`config.mk`:
```
export PLATFORM = sky130hd
export DESIGN_NAME = scx_exec
export DESIGN_NICKNAME = d
export VERILOG_FILES = /design/src/logic/scx_pkg.sv /design/src/logic/scx_exec.sv
export SDC_FILE = /design/constraint.sdc
export NUM_CORES = 1
export LEC_CHECK = 0
export BUFFER_PORTS_ARGS = -buffer_cell sky130_fd_sc_hd__buf_2
export CORE_MARGIN = 2
export CORE_UTILIZATION = 60
export CTS_CLUSTER_SIZE = 28
export DETAILED_ROUTE_END_ITERATION = 12
export MAX_ROUTING_LAYER = met4
export PLACE_DENSITY = 0.78
export SYNTH_ARGS = -nofsm -noshare
export SYNTH_HDL_FRONTEND = slang
export SYNTH_SLANG_ARGS = --single-unit
```
`constraint.sdc`:
```
create_clock -name core_clk -period 3.9 [get_ports core_clk]
set_input_delay 0 -clock core_clk [delete_from_list [all_inputs] [get_ports core_clk]]
set_output_delay 0 -clock core_clk [all_outputs]
set_load 0.01 [all_outputs]
```
`src/logic/scx_pkg.sv`:
```
// package for the stack and control instruction executor
// assumes a 16-bit program word, 8-bit file registers and a 21-bit program counter
package scx_pkg;

  // ==========================================================
  // widths and depths
  localparam int PC_W = 21;
  localparam int WORD_W = 16;
  localparam int DATA_W = 8;
  localparam int FADDR_W = 8;
  localparam int CALL_OFS_W = 11;
  localparam int STACK_DEPTH = 8;

  // ==========================================================
  // field positions inside the instruction word
  localparam int BANK_BIT = 8;
  localparam int CALL_OFS_LSB = 0;

  // ==========================================================
  // opcode masks and match values
  localparam logic [WORD_W-1:0] NEG_MASK = 16'hFE00;
  localparam logic [WORD_W-1:0] NEG_MATCH = 16'h6C00;
  localparam logic [WORD_W-1:0] NOP_ZERO = 16'h0000;
  localparam logic [WORD_W-1:0] NOP_MASK = 16'hF000;
  localparam logic [WORD_W-1:0] NOP_MATCH = 16'hF000;
  localparam logic [WORD_W-1:0] POP_WORD = 16'h0006;
  localparam logic [WORD_W-1:0] PUSH_WORD = 16'h0005;
  localparam logic [WORD_W-1:0] RESET_WORD = 16'h00FF;
  localparam logic [WORD_W-1:0] CALL_MASK = 16'hF800;
  localparam logic [WORD_W-1:0] CALL_MATCH = 16'hD800;

  // ==========================================================
  // reset values and steps
  localparam logic [PC_W-1:0] PC_RESET = 21'h000000;
  localparam logic [PC_W-1:0] PC_STEP = 21'h000002;
  localparam logic [PC_W-1:0] STACK_EMPTY = 21'h000000;
  localparam logic [DATA_W-1:0] DATA_ZERO = 8'h00;
  localparam logic [DATA_W-1:0] DATA_MIN = 8'h80;
  localparam logic [3:0] NIBBLE_ZERO = 4'h0;

  // ==========================================================
  // types
  typedef enum logic [3:0] {
    PH_Q1 = 4'h1,
    PH_Q2 = 4'h2,
    PH_Q3 = 4'h4,
    PH_Q4 = 4'h8
  } scx_phase_e;

  typedef enum logic [2:0] {
    OP_NOP = 3'h0,
    OP_NEG = 3'h1,
    OP_POP = 3'h2,
    OP_PUSH = 3'h3,
    OP_CALL = 3'h4,
    OP_RESET = 3'h5
  } scx_op_e;

  typedef struct packed {
    logic rd_en;
    logic wr_en;
    logic bank_sel;
    logic [FADDR_W-1:0] addr;
    logic [DATA_W-1:0] wr_data;
  } scx_freq_s;

  typedef struct packed {
    logic neg;
    logic ovf;
    logic carry;
    logic dcarry;
    logic zero;
  } scx_flags_s;

  localparam scx_freq_s FREQ_IDLE = '0;
  localparam scx_flags_s FLAGS_RESET = '0;

endpackage : scx_pkg

```
`src/logic/scx_exec.sv`:
```
// executor for negate, no-operation, pop, push, relative call and reset instructions
// assumes program memory returns instr_word for program_counter during phase one, and the
// file register array returns fr_rd_data in phase three, one cycle after the read strobe
//
// Notes on behaviour
// - negate is one word, one cycle, reading its register in phase two and writing it in phase four.
// - pop discards the top stack entry in phase three of a single cycle.
// - after a pop the previous entry is on top, the program counter steps by two and flags are untouched.
// - push places program counter plus two on the stack in phase two, one cycle, no flag change.
// - push moves the old top one level down so it stays retrievable.
// - words starting 1101 1 are relative calls with an 11-bit signed word offset.
// - the call offset is two's complement from -1024 to 1023.
// - a call pushes program counter plus two in phase two of its first cycle.
// - a call loads program counter plus two plus twice the offset in phase four, then idles a cycle.
// - a call is one word, exactly two cycles, and changes no flag.
// - the reset word starts in phase two the same reset as the master clear pin.
`timescale 1ns/1ps

module scx_exec
  import scx_pkg::*;
(
  // clock and reset (reset is the master clear)
  input wire logic core_clk,
  input wire logic rst_b,
  // program memory
  input wire logic [WORD_W-1:0] instr_word,
  output logic [PC_W-1:0] program_counter,
  output scx_phase_e phase,
  // file register access
  input wire logic [DATA_W-1:0] fr_rd_data,
  output scx_freq_s fr_req,
  // core state
  output logic [PC_W-1:0] top_of_stack,
  output scx_flags_s status_flags,
  output logic reset_instr_req
);

  // ==========================================================
  // functions

  // decode of one program word into an operation
  // the no-op test comes first so a word with top nibble 1111 can never
  // alias a later pattern; any unlisted word falls through to a plain no-op
  // and so only steps the program counter
  function automatic scx_op_e decode_op(input logic [WORD_W-1:0] w);
    scx_op_e op;
    op = OP_NOP;
    if (w == NOP_ZERO || (w & NOP_MASK) == NOP_MATCH) begin
      op = OP_NOP;
    end else if ((w & NEG_MASK) == NEG_MATCH) begin
      op = OP_NEG;
    end else if (w == POP_WORD) begin
      op = OP_POP;
    end else if (w == PUSH_WORD) begin
      op = OP_PUSH;
    end else if (w == RESET_WORD) begin
      op = OP_RESET;
    end else if ((w & CALL_MASK) == CALL_MATCH) begin
      op = OP_CALL;
    end
    return op;
  endfunction

  // relative call target from the current address and the offset field
  // the offset is sign extended to the full counter width and added twice,
  // which doubles it into a byte step without a shift of a signed value;
  // the sum wraps at the top of the address space like the counter itself
  function automatic logic [PC_W-1:0] call_target(input logic [PC_W-1:0] pc,
                                                  input logic [WORD_W-1:0] w);
    logic signed [CALL_OFS_W-1:0] ofs;
    logic [PC_W-1:0] ext;
    ofs = signed'(w[CALL_OFS_LSB +: CALL_OFS_W]);
    ext = PC_W'(ofs);
    return pc + PC_STEP + ext + ext;
  endfunction

  // ==========================================================
  // state

  // sequencer: current phase, decoded operation, latched word and the
  // dead-cycle flag that follows a call
  scx_phase_e phase_reg, phase_next;
  scx_op_e op_reg, op_next;
  logic [WORD_W-1:0] ir_reg, ir_next;
  logic flush_reg, flush_next;
  // program counter and the return stack, entry zero being the top
  logic [PC_W-1:0] pc_reg, pc_next;
  logic [PC_W-1:0] stack_reg [STACK_DEPTH];
  logic [PC_W-1:0] stack_next [STACK_DEPTH];
  // file register side: operand copy, access request, flags, reset pulse
  logic [DATA_W-1:0] operand_reg, operand_next;
  scx_freq_s freq_reg, freq_next;
  scx_flags_s flags_reg, flags_next;
  logic rst_req_reg, rst_req_next;

  // ==========================================================
  // phase sequencer and instruction latch

  // four phases per instruction cycle, the word is taken in phase one
  // the reset word cuts its own cycle short after phase two, so the next
  // word is taken at once from the restart address
  always_comb begin
    phase_next = phase_reg;
    op_next = op_reg;
    ir_next = ir_reg;
    flush_next = flush_reg;
    case (phase_reg)
      PH_Q1: begin
        phase_next = PH_Q2;
        ir_next = instr_word;
        // second call cycle executes as a no-op
        op_next = flush_reg ? OP_NOP : decode_op(instr_word);
      end
      PH_Q2: begin
        // reset restarts the cycle from phase one
        phase_next = (op_reg == OP_RESET) ? PH_Q1 : PH_Q3;
      end
      PH_Q3: begin
        phase_next = PH_Q4;
      end
      PH_Q4: begin
        phase_next = PH_Q1;
        // call always takes one extra cycle
        flush_next = (op_reg == OP_CALL);
      end
      default: begin
        phase_next = PH_Q1;
      end
    endcase
    if (phase_reg == PH_Q2 && op_reg == OP_RESET) begin
      op_next = OP_NOP;
      flush_next = 1'b0;
      ir_next = NOP_ZERO;
    end
  end

  always_ff @(posedge core_clk or negedge rst_b) begin
    if (!rst_b) begin
      phase_reg <= PH_Q1;
      op_reg <= OP_NOP;
      ir_reg <= NOP_ZERO;
      flush_reg <= 1'b0;
    end else begin
      phase_reg <= phase_next;
      op_reg <= op_next;
      ir_reg <= ir_next;
      flush_reg <= flush_next;
    end
  end

  // ==========================================================
  // program counter

  // updated at the end of phase four, or of phase two for the reset word, so the fetch address is steady all cycle
  // in the dead cycle after a call the counter already holds the target and
  // must not step again, otherwise the first target word would be skipped
  always_comb begin
    pc_next = pc_reg;
    if (phase_reg == PH_Q2 && op_reg == OP_RESET) begin
      // same restart value as master clear
      pc_next = PC_RESET;
    end else if (phase_reg == PH_Q4) begin
      if (op_reg == OP_CALL) begin
        // jump to pc plus two plus twice the offset
        pc_next = call_target(pc_reg, ir_reg);
      end else if (!flush_reg) begin
        pc_next = pc_reg + PC_STEP;
      end
    end
  end

  always_ff @(posedge core_clk or negedge rst_b) begin
    if (!rst_b) begin
      pc_reg <= PC_RESET;
    end else begin
      pc_reg <= pc_next;
    end
  end

  // ==========================================================
  // return stack

  // shift stack: entry zero is the top; the deepest entry falls off on push
  // limitation: no overflow or underflow is flagged, a pop past the bottom
  // simply brings up the zero fill
  always_comb begin
    for (int i = 0; i < STACK_DEPTH; i++) begin
      stack_next[i] = stack_reg[i];
    end
    if (phase_reg == PH_Q2 && (op_reg == OP_PUSH || op_reg == OP_CALL)) begin
      // old top moves one level down
      for (int i = STACK_DEPTH - 1; i > 0; i--) begin
        stack_next[i] = stack_reg[i - 1];
      end
      // push return address in phase two
      // call pushes its return address first
      stack_next[0] = pc_reg + PC_STEP;
    end else if (phase_reg == PH_Q3 && op_reg == OP_POP) begin
      // pop discards top in phase three
      // previous entry comes back on top
      for (int i = 0; i < STACK_DEPTH - 1; i++) begin
        stack_next[i] = stack_reg[i + 1];
      end
      stack_next[STACK_DEPTH - 1] = STACK_EMPTY;
    end else if (phase_reg == PH_Q2 && op_reg == OP_RESET) begin
      for (int i = 0; i < STACK_DEPTH; i++) begin
        stack_next[i] = STACK_EMPTY;
      end
    end
  end

  always_ff @(posedge core_clk or negedge rst_b) begin
    if (!rst_b) begin
      for (int i = 0; i < STACK_DEPTH; i++) begin
        stack_reg[i] <= STACK_EMPTY;
      end
    end else begin
      for (int i = 0; i < STACK_DEPTH; i++) begin
        stack_reg[i] <= stack_next[i];
      end
    end
  end

  // ==========================================================
  // file register access and flags

  // strobes are set one edge early so each one is a flop for its whole phase
  // address and bank are held after the read so the write in phase four
  // goes back to the same register without a second decode
  // flags other than neg are computed from the read value, and neg from the
  // stored result, which keeps the adder off the other flag paths
  always_comb begin
    freq_next = freq_reg;
    operand_next = operand_reg;
    flags_next = flags_reg;
    rst_req_next = 1'b0;
    freq_next.rd_en = 1'b0;
    freq_next.wr_en = 1'b0;
    case (phase_reg)
      PH_Q1: begin
        if (!flush_reg && decode_op(instr_word) == OP_NEG) begin
          freq_next.rd_en = 1'b1;
          freq_next.addr = instr_word[FADDR_W-1:0];
          freq_next.bank_sel = instr_word[BANK_BIT];
        end
        // reset request stands during phase two
        rst_req_next = !flush_reg && decode_op(instr_word) == OP_RESET;
      end
      PH_Q2: begin
        if (op_reg == OP_RESET) begin
          freq_next = FREQ_IDLE;
          operand_next = DATA_ZERO;
          flags_next = FLAGS_RESET;
        end
      end
      PH_Q3: begin
        if (op_reg == OP_NEG) begin
          // two's complement of the read value
          operand_next = fr_rd_data;
          freq_next.wr_en = 1'b1;
          freq_next.wr_data = DATA_ZERO - fr_rd_data;
          flags_next.zero = (fr_rd_data == DATA_ZERO);
          flags_next.neg = freq_next.wr_data[DATA_W-1];
          flags_next.carry = (fr_rd_data == DATA_ZERO);
          flags_next.ovf = (fr_rd_data == DATA_MIN);
          flags_next.dcarry = (fr_rd_data[3:0] == NIBBLE_ZERO);
        end
      end
      default: begin
      end
    endcase
  end

  always_ff @(posedge core_clk or negedge rst_b) begin
    if (!rst_b) begin
      freq_reg <= FREQ_IDLE;
      operand_reg <= DATA_ZERO;
      flags_reg <= FLAGS_RESET;
      rst_req_reg <= 1'b0;
    end else begin
      freq_reg <= freq_next;
      operand_reg <= operand_next;
      flags_reg <= flags_next;
      rst_req_reg <= rst_req_next;
    end
  end

  // ==========================================================
  // outputs, all straight from flops
  // no output is combined after a register, so the rest of the core sees
  // clean edges one clock after each decision
  assign program_counter = pc_reg;
  assign phase = phase_reg;
  assign fr_req = freq_reg;
  assign top_of_stack = stack_reg[0];
  assign status_flags = flags_reg;
  assign reset_instr_req = rst_req_reg;

endmodule // scx_exec

```
==> results by group, run 1 <==
Setup path
  – WP data required: 4.30 ns
  – Crit path kind: reg -> reg
  – CP endpoint kind: register
  – CP max FO: 9
  – CP arrival: 3.93 ns
  – CP startpoint kind: register

Clock tree
  – Clock Latency Late Sink: around 0.52 ns
  – Clk slew on worst S/H paths: approximately 0.060 ns
  – Clock Path Buffers: 3
  – Clk root buf: clkbuf_16
  – Setup repair bufs after CTS: 0
  – CTS Buf Count: 24
  – CTS sink count: 230
  – TritonCTS clock tree: built
  – Post-cts sizing count: 0
  – Htree depth: 1
  – CTS Hold Bufs: 25

STA
  – Worst slew margin: 48.6%
  – Final Hold Vio Count: 0
  – Setup TNS Final: 0 ns
  – Worst-margin pin slew: 0.763 ns
  – Final slew viol count: 0
  – RSZ-0062 raised after global routing: no
  – Hold slack: 0.0380 ns
  – Tcrit/Tclk final: 90.6%
  – Crit path time final: ~3.5 ns
  – Clk_skew: 0.0101 ns
  – Final setup fails: 0
  – Achievable frequency: around 280 MHz

Layout
  – Fin cells: 1369
  – ANT cells: 0
  – Number of flip-flops in the largest register: 147
  – Final nets: 1173
  – P&R area growth vs syn: 14.2%
  – Filler Cell Count: 1323
  – Fin util: between 70% and 80%
  – Share of layout cells above drive strength 1: 14.6%

Routing
  – Post-route DRC violation count: 0
  – Pre-Repair DR Iteration Count: 12
  – Initial drt markers: around 1500
  – Average via count per standard cell: 6.45
  – Vias post-DR: 8830
  – Routed Antenna Nets: 0
  – Detailed Route WL: 25.4 mm
  – Wirelength per Cell: ~19 microns

Floorplan
  – Die Y: 140 microns
  – Rows: 49
  – Die width: 140 microns
  – DIE AREA: 19600 sq um
  – Num ports: just under 100
  – Starting density of the core: 61.4%
  – Core Region: 18000 sq um

Logic synthesis
  – Most frequent cell after synthesis: dfrtp_1
  – Post-Syn Area: 11100 sq um
  – Cell taking the most area after synthesis: dfrtp_1
  – Post-Synthesis Net Count: 1103
  – Number of synthesized flops with an enable pin: 0
  – Post-synth top cells: dfrtp_1, inv_1, a222oi_1, clkbuf_1, nand2_1
  – Warnings, synthesis: 0
  – Sequential share of the synthesized area: 52.0%
  – Most common flop cell mapped by yosys: dfrtp_1
  – Post-Syn Instances: 1053
  – Cell variety after synth: 68
  – Yosys top cell area share: roughly half
  – Average cell area after synthesis: 10.5 sq um
  – Synth top area cells: dfrtp_1, a222oi_1, inv_1, ha_1, a22o_1
  – Ys async rst share: 100%
  – Yosys reg bits: 230

Power and ir drop
  – Total power: 5.79 mW
  – Leak: 7.04 nW
  – VDD IR max: approximately 0.37 mV
  – Pwr Density: 458 nW/um^2

GRT
  – Largest net degree at the start of global routing: 148
  – Initial antenna violation count: 0
  – Vias in the first global route: a little over 8000
  – Overall Global Routing Usage: between 20% and 30%
  – Aggregate global routing overflow: 0
  – Global-route wire length before repair: 41.8 mm

Placement
  – Dpl hpwl: 16.0 mm
  – Cells after DPL: about 1300
  – Gpl congestion: slightly above 0.9
  – I/O Buffers: 95

Hold path
  – Hold crit path type: in -> reg

Flow run
  – Max Cap Viol: 0

Run status
  – Outcome: completed
==> cell families after synthesis <==
| family | after synthesis | share of synthesized area, % |
|---|---|---|
| buf+inv | 263 | 9.84 |
| fa+ha+maj | 24 | 2.78 |
| simple gates | 175 | 8.16 |
| other cells | 1 | 0.0339 |
| mux | 13 | 1.19 |
| flops | 230 | 52.0 |
| compound gates | 307 | 22.9 |
| xor+xnor | 40 | 3.16 |
==> power by group <==
| group | internal (mW) | switching [mW] | total, mW |
|---|---|---|---|
| clock | 1.29 | 0.921 | 2.21 |
| sequential | 2.47 | 0.110 | 2.58 |
| combinational | 0.414 | 0.591 | 1.01 |
==> cell usage in the layout, fill, tap and decap left out, types with 4 or more instances in the layout <==
cell | synthesis | routed
dfrtp_1 | 229 | 229
inv_1 | 168 | 168
a222oi_1 | 142 | 142
buf_2 | 4 | 94
nand2_1 | 53 | 53
o21ai_0 | 44 | 44
a22o_1 | 30 | 30
nor2_1 | 28 | 28
nand3_1 | 27 | 27
dlygate4sd3_1 | 0 | 25
xnor2_1 | 24 | 24
clkbuf_16 | 0 | 24
a21oi_1 | 23 | 23
ha_1 | 23 | 23
xor2_1 | 16 | 16
buf_4 | 24 | 14
and3_1 | 13 | 13
mux2i_1 | 12 | 12
o21ai_1 | 11 | 11
a21o_1 | 10 | 10
nand4_1 | 9 | 9
nor3_1 | 9 | 9
clkbuf_8 | 0 | 8
o221ai_1 | 7 | 7
clkbuf_1 | 58 | 6
nor2b_1 | 5 | 5
a31oi_1 | 6 | 5
buf_12 | 0 | 5
and4_1 | 4 | 4
a211oi_1 | 4 | 4
a22oi_1 | 4 | 4
clkinv_2 | 0 | 4
==> cell type report <==
class,instances,area [sq um],area share [%]
inverters,168,631,4.99
clock buffers,38,733,5.80
multi-input cells,560,4260,33.7
clock inverters,5,36.3,0.287
repair buffers,139,941,7.44
well taps,229,287,2.27
flip-flops and latches,230,5760,45.5
==> worst max-delay path: stages (launching register included) <==
cell and delay (ns):
dfrtp_1 0.42, ha_1 0.29, and3_1 0.24, and2_1 0.26
nand3_1 0.17, xnor2_1 0.27, ha_1 0.38, a21o_1 0.21
o21ba_2 0.23, o21ai_0 0.10, a21oi_1 0.15, o21ai_0 0.09
nor3_1 0.25, mux2_2 0.36
==> per-stage QoR <==
stage	cell area, sq um	worst slack, ns
final	12600	0.368
after global routing	12600	0.147
after CTS	12600	0.408
after detailed placement	11600	0.422
after global placement	11600	0.465
after floorplan	11100	0.547
==> final timing paths <==
| path | depth (start not counted) | slack, ns | from | endpoint |
|---|---|---|---|---|
| min in group asynchronous | 2 | 0.09 | rst_b | stack_reg[4] |
| hold / removal | 6 | 0.04 | instr_word[14] | op_reg[1] |
| setup / recovery | 13 | 0.37 | program_counter[2] | program_counter[20] |
| hold reg to reg | 1 | 0.49 | fr_req[0] | fr_req[0] |
| max in group asynchronous | 3 | 2.80 | rst_b | phase[0] |
| setup reg to reg | 13 | 0.37 | program_counter[2] | program_counter[20] |
==> layer usage <==
layer	GRT usage, %	vias to the layer above	part of all wire [%]
met5	-	-	0
met4	6.47	0	2.4
met3	3.51	59	6.4
met2	39.7	353	47
met1	38.7	4366	45
li1	-	4052	-
Note: power is estimated with default switching activity, not from simulation.
==> run 2, diff against run 1 <==
--- a/config.mk
+++ b/config.mk
@@ -5,6 +5,7 @@
 export SDC_FILE = /design/constraint.sdc
 export NUM_CORES = 1
 export LEC_CHECK = 0
+export ABC_AREA = 1
 export BUFFER_PORTS_ARGS = -buffer_cell sky130_fd_sc_hd__buf_2
 export CORE_MARGIN = 2
 export CORE_UTILIZATION = 60
==> run 2 against run 1 <==
Synthesized cell count increased by 30%. Routed wire length rose by 18%. Combinational power increased by 24%. Sequential share of layout area down 2.2 points. Hold slack better by 0.060 ns. Flip-flop and latch count unchanged. Power up 6.8%. Register-to-register slack gained 0.11 ns. Die area is 5.1% higher. Critical endpoint is now program_counter[12].
==> results by group, run 2 <==
STA
  – Tcrit/Tclk final: 87.9% (was 90.6%)
  – Clk_skew: 0.00813 ns (was 0.0101 ns)
  – Worst-margin pin slew: 0.931 ns (was 0.763 ns)
  – Final slew viol count: 0 (unchanged)
  – Final setup fails: 0 (unchanged)
  – RSZ-0062 raised after global routing: no (unchanged)
  – Worst slew margin: 37.9% (was 48.6%)
  – Final Hold Vio Count: 0 (unchanged)
  – Setup TNS Final: 0 ns (unchanged)
  – Achievable frequency: 292 MHz (was 283 MHz)
  – Crit path time final: 3.43 ns (was 3.53 ns)

Layout
  – Fin util: 70.3% (was 70.2%)
  – Number of flip-flops in the largest register: 147 (unchanged)
  – ANT cells: 0 (unchanged)
  – Commonest non-fill, non-tap cell in the layout: nand2_1 (was dfrtp_1)
  – P&R area growth vs syn: 13.9% (was 14.2%)
  – Post-route cell area: 13300 sq um (was 12600 sq um)
  – Final nets: 1505 (was 1173)
  – Share of layout cells above drive strength 1: 11.1% (was 14.6%)
  – Most frequent cells in the layout: nand2_1, inv_1, dfrtp_1 (was dfrtp_1, inv_1, a222oi_1)

Clock tree
  – TritonCTS clock tree: built (unchanged)
  – CTS sink count: 230 (unchanged)
  – Clk slew on worst S/H paths: 0.06 ns (about the same)
  – Post-cts sizing count: 0 (unchanged)
  – Clk root buf: clkbuf_16 (unchanged)
  – CTS Buf Count: 25 (was 24)
  – Htree depth: 1 (unchanged)
  – Clock Latency Late Sink: 0.52 ns (about the same)
  – Clock Path Buffers: 3 (unchanged)

Setup path
  – Highest-delay cell along the critical path: o21ai_0 (was dfrtp_1)
  – Worst setup path startpoint: program_counter[1] (was program_counter[2])
  – Worst r2r src: program_counter[1] (was program_counter[2])
  – Critical-path cell list: ha_1 > nand2_1 > nor2_1 > nand2_1 > o21ai_0 > inv_1 > ha_1 > a21oi_1 > nand2_1 > a21oi_1 > o21ai_0 > nand2_1 > nand2_1 > o21ai_0 > nand2_1 (was ha_1 > and3_1 > and2_1 > nand3_1 > xnor2_1 > ha_1 > a21o_1 > o21ba_2 > o21ai_0 > a21oi_1 > o21ai_0 > nor3_1 > mux2_2)
  – CP startpoint kind: register (unchanged)
  – R2R cell count: 15 (was 13)
  – R2R Setup Slk: 0.47 ns (was 0.37 ns)
  – CP max FO: 5 (was 9)
  – Reg-to-reg endpoint: program_counter[12] (was program_counter[20])
  – Critical Path End: program_counter[12] (was program_counter[20])
  – CP max stage delay: 0.52 ns (was 0.42 ns)
  – CP arrival: 3.82 ns (was 3.93 ns)
  – Crit path kind: reg -> reg (unchanged)
  – Most used cell, CP: nand2_1
  – CP endpoint kind: register (unchanged)
  – WP data required: 4.30 ns (about the same)

Floorplan
  – Die Y: 143 microns (was 140 microns)
  – Core Region: 18900 sq um (was 18000 sq um)
  – Rows: 50 (was 49)
  – Starting density of the core: 61.7% (was 61.4%)
  – DIE AREA: 20600 sq um (was 19600 sq um)
  – Num ports: 97 (unchanged)
  – Die width: 143 microns (was 140 microns)

Logic synthesis
  – Sequential share of the synthesized area: 49.4% (was 52.0%)
  – Post-synthesis adder-cell area fraction: 2.64% (was 2.78%)
  – Cell variety after synth: 41 (was 68)
  – Cell taking the most area after synthesis: dfrtp_1 (unchanged)
  – Post-Synth XOR/XNOR Area: 1.20% (was 3.16%)
  – Post-Synthesis Net Count: 1423 (was 1103)
  – Warnings, synthesis: 0 (unchanged)
  – Largest family of logic cells by synthesized area: compound AO/OA/AOI/OAI gates (unchanged)
  – Mux contribution to synthesized area: 0% (was 1.19%)
  – Post-Syn Instances: 1373 (was 1053)
  – Post-synth top cells: nand2_1, inv_1, dfrtp_1, o221ai_1, nor2_1 (was dfrtp_1, inv_1, a222oi_1, clkbuf_1, nand2_1)
  – Post-synthesis compound-gate area fraction: 17.7% (was 22.9%)
  – Ys async rst share: 100% (unchanged)
  – Synth Area in Simple Gates: 17.3% (was 8.16%)
  – Most frequent cell after synthesis: nand2_1 (was dfrtp_1)
  – Average cell area after synthesis: 8.49 sq um (was 10.5 sq um)
  – Synth top area cells: dfrtp_1, o221ai_1, nand2_1, inv_1, nand3_1 (was dfrtp_1, a222oi_1, inv_1, ha_1, a22o_1)
  – Yosys top cell area share: 49.1% (was 51.7%)
  – Most common flop cell mapped by yosys: dfrtp_1 (unchanged)
  – Yosys reg bits: 230 (unchanged)
  – Number of synthesized flops with an enable pin: 0 (unchanged)
  – Post-Syn Area: 11700 sq um (was 11100 sq um)

GRT
  – Global-route wire length before repair: 49.1 mm (was 41.8 mm)
  – Vias in the first global route: 9684 (was 8200)
  – Largest net degree at the start of global routing: 126 (was 148)
  – Overall Global Routing Usage: 30.4% (was 26.4%)
  – Initial antenna violation count: 0 (unchanged)
  – Aggregate global routing overflow: 0 (unchanged)

Power and ir drop
  – Leak: 6.33 nW (was 7.04 nW)
  – Total power: 6.19 mW (was 5.79 mW)
  – VDD IR max: 0.357 mV (was 0.374 mV)
  – Pwr Density: 466 nW/um^2 (was 458 nW/um^2)

Placement
  – Gpl congestion: 0.971 (was 0.915)
  – Dpl hpwl: 19.2 mm (was 16.0 mm)
  – Placed Instance Area: 12200 sq um (was 11600 sq um)
  – I/O Buffers: 95 (unchanged)

Routing
  – Initial drt markers: 715 (was 1467)
  – Vias post-DR: 10100 (was 8830)
  – Post-route DRC violation count: 0 (unchanged)
  – Pre-Repair DR Iteration Count: 6 (was 12)
  – Routed Antenna Nets: 0 (unchanged)
  – Average via count per standard cell: 5.86 (was 6.45)
  – Wirelength per Cell: 17.3 microns (was 18.6 microns)
  – Detailed Route WL: 30.0 mm (was 25.4 mm)

Hold path
  – Hold Path Origin: instr_word[14] (unchanged)
  – Hold crit path type: in -> reg (unchanged)

Run status
  – Outcome: completed (unchanged)

Flow run
  – Max Cap Viol: 0 (unchanged)
[run 2: power by group]
part	total, mW	internal (mW)	switching [mW]
registers	2.61	2.48	0.121
clock network	2.33	1.37	0.958
logic	1.25	0.418	0.830
[run 2: critical path: cells and delay by family (launching register included)]
kind | cells | cell delay [ns]
buffers and inverters | 1 | 0.10
adders and majority gates | 2 | 0.68
AOI/OAI and AO/OA | 5 | 1.39
DFF | 1 | 0.45
and+or+nand+nor | 7 | 0.68
[run 2: metal layers]
layer	vias up	GRT usage, %	share of wire, %
met3	61	4.03	6.4
met2	382	47.1	47
li1	4758	-	-
met4	0	9.49	3.0
met1	4941	42.2	43
met5	-	-	0
[run 2: what timing repair did]
action                    CTS  global route
hold buffers               29             0
setup buffers               0             0
hold endpoints to repair  153             0
[run 2: stage by stage]
step                      cells  worst slack, ns  hold WS, ns
final                      1732            0.474       0.0985
after global placement     1659            0.671        0.148
after CTS                  1732            0.553       0.0802
after detailed placement   1659            0.581        0.142
after global routing       1732            0.177        0.121
after floorplan            1373             1.30       -0.296
[run 2: kinds of logic after synthesis]
kind of cell | after synthesis
AO/OA/AOI/OAI | 282
XOR/XNOR | 16
flip-flops | 230
buffers and inverters | 332
adder cells (fa/ha/maj) | 24
other | 1
AND/OR/NAND/NOR | 488
[run 2: worst min path at each step]
| stage | endpoint | slack (ns) | cells after the start |
|---|---|---|---|
| final | op_reg[1] | 0.1 | 8 |
| after global routing | op_reg[1] | 0.12 | 8 |
| after CTS | op_reg[1] | 0.08 | 8 |
| after detailed placement | stack_reg[74] | 0.14 | 1 |
| after global placement | stack_reg[126] | 0.15 | 1 |
| after floorplan | flush_reg | -0.30 | 0 |
[run 2: layout make-up]
cell class | instances | area [sq um]
well taps | 260 | 325
multi-input cells | 811 | 4540
fillers | 1474 | 5610
flip-flops and latches | 230 | 5760
repair buffers | 140 | 921
clock inverters | 9 | 82.6
inverters | 247 | 930
clock buffers | 35 | 733
==> run 3, diff against run 2 <==
--- a/config.mk
+++ b/config.mk
@@ -8,11 +8,11 @@
 export ABC_AREA = 1
 export BUFFER_PORTS_ARGS = -buffer_cell sky130_fd_sc_hd__buf_2
 export CORE_MARGIN = 2
-export CORE_UTILIZATION = 60
+export CORE_UTILIZATION = 54
 export CTS_CLUSTER_SIZE = 28
 export DETAILED_ROUTE_END_ITERATION = 12
 export MAX_ROUTING_LAYER = met4
-export PLACE_DENSITY = 0.78
+export PLACE_DENSITY = 0.74
 export SYNTH_ARGS = -nofsm -noshare
 export SYNTH_HDL_FRONTEND = slang
 export SYNTH_SLANG_ARGS = --single-unit
==> constraint.sdc (replaced) <==
create_clock -name core_clk -period 3.11 [get_ports core_clk]
set_input_delay 0 -clock core_clk [delete_from_list [all_inputs] [get_ports core_clk]]
set_output_delay 0 -clock core_clk [all_outputs]
set_load 0.01 [all_outputs]
==> run 3 against run 2 <==
Sequential power up 25%. Cell count up 1.6%. Count of clock-buffer cells in the layout down 4. Register-to-register slack worse by 0.30 ns. Power up 27%. Setup slack worse by 0.40 ns. Via count down 0.18%. Cell area up 1.1%. Critical path type is now in -> reg.
==> results by group, run 3 (synthesis gave the netlist of run 2 again) <==
Run status
  – Outcome: completed (unchanged)

Floorplan
  – Die Y: 151 microns (was 143 microns)
  – Rows: 53 (was 50)
  – DIE AREA: 22800 sq um (was 20600 sq um)
  – Starting density of the core: 55.3% (was 61.7%)
  – Num ports: 97 (unchanged)
  – Die width: 151 microns (was 143 microns)
  – Core Region: 21100 sq um (was 18900 sq um)

Setup path
  – Most used cell, CP: dlygate4sd3_1 (was nand2_1)
  – CP startpoint kind: input port (was register)
  – Crit path kind: in -> reg (was reg -> reg)
  – Critical path's top delay family: buffers and inverters (was compound AO/OA/AOI/OAI gates)
  – WP buf/inv: 7 (was 1)
  – Critical-path cell list: dlygate4sd3_1 > buf_2 > nand2_1 > dlygate4sd3_1 > inv_1 > nand3_1 > dlygate4sd3_1 > o21a_1 > dlygate4sd3_1 > nor2_1 > dlygate4sd3_1 (was ha_1 > nand2_1 > nor2_1 > nand2_1 > o21ai_0 > inv_1 > ha_1 > a21oi_1 > nand2_1 > a21oi_1 > o21ai_0 > nand2_1 > nand2_1 > o21ai_0 > nand2_1)
  – CP max FO: 3 (was 5)
  – CP max stage delay: 0.58 ns (was 0.52 ns)
  – Highest-delay cell along the critical path: dlygate4sd3_1 (was o21ai_0)
  – CP arrival: 3.49 ns (was 3.82 ns)
  – WP data required: 3.56 ns (was 4.30 ns)
  – Critical path depth: 11 (was 15)
  – R2R cell count: 16 (was 15)
  – CP endpoint kind: register (unchanged)

Layout
  – Final nets: 1517 (was 1505)
  – Multi-input logic area: 4560 sq um (was 4540 sq um)
  – Number of flip-flops in the largest register: 147 (unchanged)
  – P&R area growth vs syn: 15.2% (was 13.9%)
  – FF/Latch Area: 5760 sq um (unchanged)
  – Post-route cell area: 13400 sq um (was 13300 sq um)
  – Filler Cell Count: 1734 (was 1474)
  – Share of layout cells above drive strength 1: 12.3% (was 11.1%)
  – Most frequent cells in the layout: nand2_1, inv_1, dfrtp_1 (unchanged)
  – Fin util: 63.7% (was 70.3%)
  – Commonest non-fill, non-tap cell in the layout: nand2_1 (unchanged)
  – ANT cells: 0 (unchanged)

Clock tree
  – CTS Buf Count: 25 (unchanged)
  – Clk root buf: clkbuf_16 (unchanged)
  – Clock Path Buffers: 3 (unchanged)
  – Htree depth: 1 (unchanged)
  – TritonCTS clock tree: built (unchanged)
  – Clk slew on worst S/H paths: 0.06 ns (about the same)
  – Clock Latency Late Sink: 0.52 ns (about the same)
  – CTS sink count: 230 (unchanged)

STA
  – Worst-margin pin slew: 0.779 ns (was 0.931 ns)
  – Hold slack: 0.103 ns (was 0.0985 ns)
  – Final setup fails: 0 (unchanged)
  – Worst slew margin: 48.1% (was 37.9%)
  – Clk_skew: 0.0147 ns (was 0.00813 ns)
  – Final slew viol count: 0 (unchanged)
  – Tcrit/Tclk final: 97.7%
  – Crit path time final: 3.04 ns
  – Final Hold Vio Count: 0 (unchanged)
  – RSZ-0062 raised after global routing: yes (was no)
  – Achievable frequency: 329 MHz

Routing
  – Wirelength per Cell: 17.0 microns (was 17.3 microns)
  – Detailed Route WL: 29.9 mm (was 30.0 mm)
  – Initial drt markers: 970 (was 715)
  – Post-route DRC violation count: 0 (unchanged)
  – Pre-Repair DR Iteration Count: 6 (unchanged)
  – Average via count per standard cell: 5.75 (was 5.86)
  – Routed Antenna Nets: 0 (unchanged)
  – Vias post-DR: 10100 (about the same)

Placement
  – Gpl congestion: 0.974 (was 0.971)
  – Placed Instance Area: 12300 sq um (was 12200 sq um)
  – I/O Buffers: 95 (unchanged)
  – Dpl hpwl: 19.3 mm (was 19.2 mm)

GRT
  – Overall Global Routing Usage: 27.4% (was 30.4%)
  – Largest net degree at the start of global routing: 126 (unchanged)
  – Vias in the first global route: 9631 (was 9684)
  – Global-route wire length before repair: 49.3 mm (was 49.1 mm)
  – Initial antenna violation count: 0 (unchanged)
  – Aggregate global routing overflow: 0 (unchanged)

Power and ir drop
  – Switch share: 31.1% (was 30.9%)
  – Flop pwr share: 41.6% (was 42.1%)
  – Pwr Density: 584 nW/um^2 (was 466 nW/um^2)
  – Clock share of power: 37.6% (was 37.7%)
  – Leak: 6.38 nW (was 6.33 nW)
  – Internal: 5.40 mW (was 4.28 mW)
  – VDD IR max: 0.565 mV (was 0.357 mV)
  – Comb power frac: 20.7% (was 20.2%)
  – Sw Pwr: 2.44 mW (was 1.91 mW)

Hold path
  – Hold depth: 6 (was 8)
  – Hold crit path type: in -> reg (unchanged)

Flow run
  – Max Cap Viol: 0 (unchanged)
-- run 3: worst paths after layout --
check / start / end / slack (ns)
max in group asynchronous: rst_b / program_counter[4] / 2.00
setup / recovery: instr_word[12] / reset_instr_req / 0.07
min in group asynchronous: rst_b / stack_reg[63] / 0.11
hold reg to reg: stack_reg[38] / stack_reg[38] / 0.49
hold / removal: instr_word[15] / fr_req[18] / 0.10
setup reg to reg: program_counter[2] / program_counter[12] / 0.17
-- run 3: metal layers --
layer / routed length (microns) / vias to the layer above / GRT usage [%]
li1: - / 4795 / -
met1: 13700 / 4918 / 39.8
met2: 13800 / 353 / 41.5
met3: 1670 / 58 / 2.92
met4: 737 / 0 / 7.06
met5: 0 / - / -
-- run 3: power by group through the flow --
stage | sequential, mW | combinational (mW) | clock [mW]
2_1_floorplan | 3.32 | 0.965 | 0
6_report | 3.26 | 1.62 | 2.95
3_3_place_gp | 3.31 | 1.55 | 0
4_1_cts | 3.26 | 1.60 | 2.99
3_5_place_dp | 3.31 | 1.56 | 0
5_1_grt | 3.28 | 1.81 | 3.12
-- run 3: cell type report --
class	instances	share of cell area (%)
Timing Repair Buffer	152	7.57
Tap cell	275	2.56
Inverter	247	6.92
Multi-Input combinational cell	811	34.0
Clock buffer	31	5.05
Sequential cell	230	42.9
Clock inverter	14	1.03
-- run 3: worst min-delay path: stages --
cell	delay (ns)
buf_2	0.11
nor3_1	0.05
nand4_1	0.14
nand3_1	0.10
nand4_1	0.12
nor2_1	0.06
-- run 3: repair_timing --
item | in CTS | in global routing
setup endpoints to repair | 0 | 7
hold buffers | 31 | 0
gates resized for setup | 0 | 11
hold endpoints to repair | 135 | 0
buffers inserted | 0 | 0
-- run 3: stage by stage --
stage          power, mW  worst slack, ns  setup TNS [ns]  std cells
5_1_grt             8.21           -0.182          -0.608       1760
6_report            7.84           0.0724               0       1760
3_5_place_dp        4.87            0.208               0       1684
3_3_place_gp        4.86            0.283               0       1684
4_1_cts             7.85            0.208               0       1760
2_1_floorplan       4.29            0.513               0       1373
